<file path="src/scsc_pkg.sv">
/*
  Package for the system clock source control block: register offset,
  field positions, reset value and clock source codes.
  Assumes one 8-bit register reached over a plain address/strobe port.
*/
`default_nettype none
package scsc_pkg;
  localparam logic [11:0] SCSC_CTRL_OFFSET = 12'hf86;
  localparam int SCSC_PREC_ON_BIT = 7;
  localparam int SCSC_RSVD_BIT = 6;
  localparam int SCSC_WDOG_ON_BIT = 5;
  localparam int SCSC_PFAIL_BIT = 4;
  localparam int SCSC_WFAIL_BIT = 3;
  localparam int SCSC_SRC_MSB = 2;
  localparam logic [7:0] SCSC_CTRL_RESET = 8'ha0;
  localparam logic [7:0] SCSC_CTRL_WMASK = 8'hbf;

  typedef enum logic [2:0] {
    SCSC_SRC_FAST = 3'b000,
    SCSC_SRC_SLOW = 3'b001,
    SCSC_SRC_RSV2 = 3'b010,
    SCSC_SRC_WDOG = 3'b011,
    SCSC_SRC_EXT = 3'b100
  } scsc_src_t;

  typedef struct packed {
    logic precision_osc_on;
    logic watchdog_osc_on;
    logic primary_osc_fail_detect_on;
    logic watchdog_osc_fail_detect_on;
  } scsc_osc_ctl_t;

  typedef struct packed {
    logic sel_fast;
    logic sel_slow;
    logic sel_wdog;
    logic sel_ext;
  } scsc_sel_t;
endpackage
`default_nettype wire

</file>
<file path="src/scsc_top.sv">
/*
  System clock source control: one 8-bit control register that enables the
  oscillators, their failure detection, and selects the system clock source.
  Assumes software on a plain port: one-cycle strobes, read data next cycle.
*/
// How it works
// - Bit 7 turns the internal precision oscillator on when 1 and off when 0.
// - Bit 6 is reserved, written as 0 by software and always read back as 0.
// - Bit 5 turns the watchdog oscillator on when 1 and off when 0.
// - Bit 3 enables watchdog oscillator failure detection when 1.
// - Source code 000 selects the internal precision oscillator, fast setting.
// - Source code 001 selects the internal precision oscillator, slow setting.
// - Source code 011 selects the watchdog oscillator as system clock.
// - Source code 100 selects the external clock pin; 010 and 101 to 111 are reserved.
`default_nettype none
module scsc_top
  import scsc_pkg::*;
(
  // Clock and reset
  input wire logic ref_clk,
  input wire logic rst_n,
  // Register port
  input wire logic [11:0] reg_addr,
  input wire logic [7:0] reg_wdata,
  input wire logic reg_wr,
  input wire logic reg_rd,
  output logic [7:0] reg_rdata,
  // Oscillator controls
  output scsc_osc_ctl_t osc_ctl,
  // Source selects, one-hot; all low on a reserved code
  output scsc_sel_t src_sel,
  output logic [2:0] system_clock_source_field
);

  ////////////////////////////////////////////////////////////////////////////
  logic [7:0] ctrl_r;
  logic [7:0] ctrl_nxt;
  logic [7:0] rdata_nxt;
  // Only the one offset decodes; neighbours read as zero
  wire hit = (reg_addr == SCSC_CTRL_OFFSET);
  wire wr_hit = reg_wr && hit;
  scsc_sel_t sel_nxt;

  // Reserved source codes are stored as written, only the decode refuses them
  // reserved bit forced zero
  assign ctrl_nxt = wr_hit ? (reg_wdata & SCSC_CTRL_WMASK) : ctrl_r;
  // Unmapped reads return zero
  assign rdata_nxt = (reg_rd && hit) ? ctrl_r : 8'h00;

  always_ff @(posedge ref_clk or negedge rst_n) begin
    if (!rst_n) begin
      ctrl_r <= SCSC_CTRL_RESET;
    end else begin
      ctrl_r <= ctrl_nxt;
    end
  end

  // Read data cleared each cycle so a stale value never lingers
  always_ff @(posedge ref_clk or negedge rst_n) begin
    if (!rst_n) begin
      reg_rdata <= 8'h00;
    end else begin
      reg_rdata <= rdata_nxt;
    end
  end

  ////////////////////////////////////////////////////////////////////////////
  // Outputs registered from the next value so they track the register
  // Limitation: no guard against picking a stopped oscillator; software owns that
  scsc_src_decode scsc_src_decode_i (
    .system_clock_source_field(ctrl_nxt[SCSC_SRC_MSB:0]),
    .sel(sel_nxt)
  );

  always_ff @(posedge ref_clk or negedge rst_n) begin
    if (!rst_n) begin
      osc_ctl <= {SCSC_CTRL_RESET[SCSC_PREC_ON_BIT], SCSC_CTRL_RESET[SCSC_WDOG_ON_BIT],
        SCSC_CTRL_RESET[SCSC_PFAIL_BIT], SCSC_CTRL_RESET[SCSC_WFAIL_BIT]};
      src_sel <= 4'b1000;
      system_clock_source_field <= SCSC_CTRL_RESET[SCSC_SRC_MSB:0];
    end else begin
      osc_ctl.precision_osc_on <= ctrl_nxt[SCSC_PREC_ON_BIT];
      osc_ctl.watchdog_osc_on <= ctrl_nxt[SCSC_WDOG_ON_BIT];
      osc_ctl.primary_osc_fail_detect_on <= ctrl_nxt[SCSC_PFAIL_BIT];
      osc_ctl.watchdog_osc_fail_detect_on <= ctrl_nxt[SCSC_WFAIL_BIT];
      src_sel <= sel_nxt;
      system_clock_source_field <= ctrl_nxt[SCSC_SRC_MSB:0];
    end
  end
endmodule
`default_nettype wire

</file>
<file path="src/scsc_src_decode.sv">
/*
  Decodes the clock source field into one-hot selects.
  Assumes the field comes from the next value of the control register.
*/
`default_nettype none
module scsc_src_decode
  import scsc_pkg::*;
(
  // Field in
  input wire logic [2:0] system_clock_source_field,
  // Selects out
  output scsc_sel_t sel
);
  assign sel.sel_fast = (system_clock_source_field == SCSC_SRC_FAST);
  assign sel.sel_slow = (system_clock_source_field == SCSC_SRC_SLOW);
  assign sel.sel_wdog = (system_clock_source_field == SCSC_SRC_WDOG);
  assign sel.sel_ext = (system_clock_source_field == SCSC_SRC_EXT);
endmodule
`default_nettype wire

</file>
<file path="config.mk">
export PLATFORM = sky130hd
export DESIGN_NAME = scsc_top
export DESIGN_NICKNAME = d
export VERILOG_FILES = /design/src/scsc_pkg.sv /design/src/scsc_top.sv /design/src/scsc_src_decode.sv
export SDC_FILE = /design/constraint.sdc
export NUM_CORES = 1
export LEC_CHECK = 0
export ABC_AREA = 1
export ABC_CLOCK_PERIOD_IN_PS = 1000
export BUFFER_PORTS_ARGS = -buffer_cell sky130_fd_sc_hd__buf_2
export CORE_UTILIZATION = 43
export DETAILED_ROUTE_END_ITERATION = 8
export PLACE_DENSITY = 0.77
export SLEW_MARGIN = 0
export SYNTH_ARGS = -nofsm -noshare
export SYNTH_HDL_FRONTEND = slang
export SYNTH_HIERARCHICAL = 1
export SYNTH_SLANG_ARGS = --single-unit
</file>
<file path="constraint.sdc">
create_clock -name ref_clk -period 1 [get_ports ref_clk]
set_input_delay 0.15 -clock ref_clk [delete_from_list [all_inputs] [get_ports ref_clk]]
set_output_delay 0.15 -clock ref_clk [all_outputs]
set_load 0.05 [all_outputs]
</file>
# After elaboration in Yosys (flattened, before gate mapping)
# Cells that the tools add are included.
# Widths: inputs -> output; s select.
# word_totals
regBits,26
in_bits,24
wordCells,20
# classes
eq_ne,4
muxes,2
reduce_logical,3
# op_table
operator,n
$mux 8,2
$eq 12x12->1 const B,1
$eq 3x1->1 const B,1
$eq 3x2->1 const B,1
$eq 3x3->1 const B,1
$logic_not 3->1,1
$logic_and 1x1->1,2

# Logic depth before layout (Yosys ltp)
# Gate-level depths: netlist of run 1.
# logic_depth
ltp_word,4
ltp_mapped,10
depth_no_buf,10

# Cells and area by module
# Netlist of run 1, hierarchy kept.
# modules_own_cells
mod,instances,cells_per_inst,area_per_inst_um2,seq_area_each_um2
scsc_top,1,72,790.8,454.2
scsc_src_decode,1,9,33.8,0.0

# Least setup slack after synthesis of run 1
# Ideal clock, no wire load.
# synth_timing
path_kind,register -> register
startpoint,register ctrl_r[2]
endpoint,register src_sel[2] (netlist bit)
arrival_time_ns,0.955
slack_ns,-0.073
stages_incl_launch_ff,6
n_path_buf,0
cell_sequence,dfrtp_1 nand2_1 nand2_1 inv_1 nand2_1 nor2_1
# synth_rtl
item,line_no,source
"start, declared",scsc_top.sv:36,logic [7:0] ctrl_r;
"start signal, assigned",scsc_top.sv:54,ctrl_r <= ctrl_nxt;
"end signal, assigned",scsc_top.sv:86,src_sel <= sel_nxt;
"end, declared",scsc_top.sv:31,"output scsc_sel_t src_sel,"

==> results of run 1 <==
path summary, 6_finish.rpt:
path,start,to,depth (start not counted)
min in group asynchronous,rst_n,reg_rdata[2],2
max in group asynchronous,rst_n,ctrl_r[7],2
worst max-delay path,ctrl_r[5],osc_ctl[2],1
worst max register to register,system_clock_source_field[1],src_sel[3],6
worst min-delay path,reg_wdata[5],ctrl_r[5],3
worst min register to register,ctrl_r[5],ctrl_r[5],3
power groups by stage:
stage               Clock, µW  Sequential [µW]  Combinational [µW]
detailed placement          0              746                 125
finish                    444              733                 134
global placement            0              746                 122
floorplan                   0              754                51.1
global route              495              733                 146
CTS                       442              732                 134
timing repair:
item | 4_1_cts | 5_1_grt
hold buffers | 1 | 0
pin swaps | 0 | 4
endpoints found under the hold margin | 15 | 0
setup buffers | 7 | 1
resized for setup | 30 | 25
endpoints found under the setup margin | 18 | 22
registers in the layout, indices dropped and copies added, names as in the netlist:
signal / count
reg_rdata: 7
ctrl_r: 5
src_sel: 4
system_clock_source_field: 2
layout by cell type (no fill, tap or decap):
master,synthesis,routed
nor2_4,1,1
dfstp_2,3,3
buf_4,1,11
nor2_8,2,2
dfrtp_2,0,3
clkbuf_8,0,1
inv_2,3,6
inv_1,11,8
nand3_4,1,1
nor2_1,5,3
dfrtp_1,15,12
dlygate4sd3_1,0,1
nand2_2,2,10
buf_2,1,22
clkbuf_4,0,3
nand4_1,7,7
conb_1,1,1
buf_8,0,3
nand4_4,1,1
buf_6,0,18
nor2_2,8,10
nand2_1,17,9
nand2_4,2,2
metal layers:
metal / wire, µm / vias up
li1: - / 359
met1: 706 / 328
met2: 969 / 24
met3: 77 / 2
met4: 21 / 0
met5: 0 / -
per-stage QoR:
| step | power, µW | hold WS, ns | setup slack (ns) | instance area [µm²] |
|---|---|---|---|---|
| after floorplan | 805 | -0.146 | 0.00150 | 828 |
| after global placement | 867 | 0.0788 | -0.120 | 1090 |
| after detailed placement | 871 | 0.0891 | -0.177 | 1090 |
| after CTS | 1310 | 0.0885 | -0.141 | 1280 |
| after global routing | 1370 | 0.0939 | -0.175 | 1360 |
| final | 1310 | 0.0899 | -0.137 | 1360 |
kinds of logic after synthesis:
logic type,share of synthesized area
other,0.00455
AND/OR/NAND/NOR,0.366
flip-flops,0.551
buffers and inverters,0.0789
final cells by class:
class	count	area share
repair buffers	55	0.331
inverters	14	0.0387
multi-input cells	47	0.243
well taps	25	0.0230
flip-flops and latches	18	0.337
clock buffers	4	0.0267
==> metrics.yaml, run 1 <==
cts_tree: "built"
seq_area_um2: 458
crit_path_top_delay_cell: "dfstp_2"
switching_share: 0.231
dp.cells: 150
setup_violations: 8
ys_types: 17
drive_gt1_frac: 0.703
status: "finished, violations left"
final_net_count: 163
gp_congestion: 0.691
drt-pass1-iter-count: 4
antenna_found_initial: 0
overflow: 0
row_count: 15
synth.most_common_cell: "nand2_1"
met2_usage: 0.334
path_buf_inv: 1
grtUsageTotal: 0.184
synth_top_area_frac: 0.455
cap_violations: 0
pwr-share-clk: 0.339
cts_buffer_depth: 2
slew_viol_final: 0
busiest_layer: "met2"
area_delta_synth_final_pct: 64.8
combPwrFrac: 0.102
ys_warn_count: 6
required_ns: 0.85
grt_max_degree: 19
netlist_top_cells_count: "nand2_1, dfrtp_1, inv_1"
vias_per_cell: 4.37
routed_wl_um: 1780
ant_nets: 0
finish.utilization: 0.770
ys.flop_type: "dfrtp_1"
insertion_delay_ns: 0.29
setup_ws_ns: -0.137
power_density_mw_per_mm2: 965
p_leak_uw: 0.000729
end_kind: "output port"
fin_setup_tns_ns: -0.522
synth_seq_cells: 18
cts_buffers: 3
syn_nets: 105
cpLargestDelayFamily: "flip-flops"
violations: "setup timing"
fp.dieH_um: 45.8
hold_viol: 0
fill_cells: 122
syn_area_per_cell_um2: 10.2
startpoint_type: "flop"
r2r_setup_slack_ns: 0.04
drc_errors: 0
cpPeakStageDelay_ns: 0.56
path_max_fanout: 2
min_path_type: "input pin to flop"
htreeDepth: 1
num_io_pins: 43
rsz0062_at_grt: "true"
cts-root-buf: "clkbuf_4"
clock_sinks: 18
routedWlPerCell_um: 10.9
dieWidth_um: 45.8
period_share: 1.14
vias: 713
first_global_vias: 690
grt_pass1_wl_um: 2690
synth-seq-area-share: 0.551
arrival_ns: 0.99
portBuffers: 40
clk_pin_slew_ns: 0.10
core_mm2: 0.00176
p_sw_uw: 303
yosysTopAreaCell: "dfrtp_1"
path_cells: "buf_8"
synth_edf_count: 0
p_int_uw: 1010
syn-cell-area_um2: 825
crit_type: "flop to output port"
synthTopCellsByArea: "dfrtp_1, dfstp_2, nand2_1, nor2_2, nand4_1"
num_antenna_cells: 0
syn_inst: 81
vdd_drop_max_mv: 0.615
fmax_ghz: 0.879
synthArstFlopShare: 1.00
grt_use_met1: 0.198
initial_utilization: 0.467
seq_power_share: 0.559
finalCriticalPeriod_ns: 1.14
grt_util_met3: 0.0595
drtIter0Drc: 6
fin_cells: 163
dieArea_mm2: 0.00210
multi_input_area_um2: 330
place_hpwl_um: 1170
skew_ns: 0.000602
Power figures use the tool's default switching activity.
==> run 2, diff against run 1 <==
--- a/config.mk
+++ b/config.mk
@@ -7,9 +7,9 @@
 export LEC_CHECK = 0
 export ABC_AREA = 1
-export ABC_CLOCK_PERIOD_IN_PS = 1000
+export ABC_CLOCK_PERIOD_IN_PS = 1400
 export BUFFER_PORTS_ARGS = -buffer_cell sky130_fd_sc_hd__buf_2
-export CORE_UTILIZATION = 43
+export CORE_UTILIZATION = 46
 export DETAILED_ROUTE_END_ITERATION = 8
-export PLACE_DENSITY = 0.77
+export PLACE_DENSITY = 0.81
 export SLEW_MARGIN = 0
 export SYNTH_ARGS = -nofsm -noshare
==> constraint.sdc (replaced) <==
create_clock -name ref_clk -period 1.4 [get_ports ref_clk]
set_input_delay 0.21 -clock ref_clk [delete_from_list [all_inputs] [get_ports ref_clk]]
set_output_delay 0.21 -clock ref_clk [all_outputs]
set_load 0.02 [all_outputs]
==> run 2 against run 1 <==
  * The flow now finishes without violations
  * Clock-buffer cell count is the same
  * Sequential power shrank 29%
  * Register-to-register slack gained 0.48 ns
  * Cell count shrank 9.2%
  * Die area shrank 6.3%
  * Clock power shrank 29%
  * Combinational power shrank 39%
  * Sequential share of layout area grew 8.0 points
  * Worst setup slack gained 0.33 ns
  * Design area shrank 20%
  * Critical path depth is the same
  * Largest cell class unchanged
==> metrics.yaml, run 2 (same netlist as run 1, synthesis figures left out) <==
fin_setup_tns_ns: 0
cts-root-buf: "clkbuf_4"
cpPeakStageDelay_ns: 0.55
vias: 687
row_count: 14
gp_congestion: 0.711
regMostFlops: "reg_rdata"
setup_ws_ns: 0.188
clk_pin_slew_ns: 0.10
final_cell_mix: "buf_2, nand2_1, dfrtp_1"
grt_max_degree: 19
routedWlPerCell_um: 11.4
drt-pass1-iter-count: 4
grt_use_met1: 0.214
cts_buffer_depth: 2
cap_violations: 0
cts_tree: "built"
drc_errors: 0
whs_path_depth: 3
area_delta_synth_final_pct: 32.0
rr_endpoint: "src_sel[1]"
min_to: "ctrl_r[7]"
fin_cells: 148
place_hpwl_um: 1320
insertion_delay_ns: 0.29
skew_ns: 0.00195
largest_reg_flops: 7
post-cts-setup-buffer-count: 0
dieWidth_um: 44.3
r2r_setup_slack_ns: 0.52
startpoint_type: "flop"
final_net_count: 149
finish.utilization: 0.683
busiest_layer: "met2"
reg.largest.list: "reg_rdata (7), ctrl_r (5), src_sel (4)"
status: "complete, no violations"
total_power_uw: 921
crit_type: "flop to output port"
fmax_ghz: 0.825
dieArea_mm2: 0.00197
p_leak_uw: 0.000641
clock_sinks: 18
cts_resized: 0
initial_utilization: 0.517
final_common_cell: "buf_2"
slew_viol_final: 0
setup_violations: 0
fp.dieH_um: 44.3
min_path_type: "input pin to flop"
vias_per_cell: 4.64
r2r.worst_path.cells: 5
routed_wl_um: 1690
finalCriticalPeriod_ns: 1.21
core_mm2: 0.00159
r2r-start: "ctrl_r[2]"
pre_cts_slack_ns: 0.0853
cts_buffers: 3
power_density_mw_per_mm2: 846
dp.cells: 143
end_kind: "output port"
ant_nets: 0
vdd_drop_max_mv: 0.479
portBuffers: 40
arrival_ns: 1.00
overflow: 0
grt_util_met3: 0.0245
path_max_fanout: 3
htreeDepth: 1
path_cells: "buf_2"
crit_path_top_delay_cell: "dfstp_2"
antenna_found_initial: 0
drtIter0Drc: 12
grt_pass1_wl_um: 2730
cpLargestDelayFamily: "flip-flops"
path_buf_inv: 1
rsz0062_at_grt: "false"
worstHoldStart: "reg_wdata[7]"
num_io_pins: 43
met2_usage: 0.362
period_share: 0.866
hold_viol: 0
required_ns: 1.19
num_antenna_cells: 0
drive_gt1_frac: 0.540
grtUsageTotal: 0.199
first_global_vias: 671
==> run 2: worst max path at each step <==
stage / from / to / slack (ns) / depth (start not counted)
6_report: ctrl_r[5] / osc_ctl[2] / 0.19 / 1
2_1_floorplan: reg_addr[5] / src_sel[3] / 0.34 / 9
3_5_place_dp: reg_addr[5] / src_sel[2] / 0.09 / 10
3_3_place_gp: reg_addr[5] / src_sel[3] / 0.16 / 10
5_1_grt: ctrl_r[7] / osc_ctl[3] / 0.15 / 1
4_1_cts: ctrl_r[7] / osc_ctl[3] / 0.18 / 1
==> run 2: timing repair <==
action | in CTS | in global routing
endpoints found under the hold margin | 15 | 0
setup endpoints to repair | 0 | 0
hold buffers | 1 | 0
==> run 2: power by group <==
group | switching (µW) | total (µW) | internal [µW]
Clock | 157 | 316 | 159
Combinational | 48.9 | 81.9 | 33.0
Sequential | 0.874 | 523 | 522
==> run 2: final cells by class <==
cell class	instances	area, µm²
inverter	14	52.6
timing repair buffer	41	210
multi-input combinational	47	305
clock buffer	4	36.3
sequential	18	454
fill	137	505
tap	24	30.0
==> run 2: worst min-delay path: cells and delay by family <==
family	cells	cell delay, ns
AND/OR/NAND/NOR	2	0.14
buffers and inverters	1	0.10
==> run 2: through the flow <==
stage / hold WS (ns) / instance area, µm²
5_1_grt: 0.159 / 1090
3_3_place_gp: 0.140 / 1040
4_1_cts: 0.163 / 1090
6_report: 0.159 / 1090
2_1_floorplan: -0.0856 / 825
3_5_place_dp: 0.152 / 1040
==> run 2: metal layers <==
metal  wire length, µm  up-vias
li1                  -      333
met1               644      316
met2               922       31
met3                61        7
met4                60        0
met5                 0        -
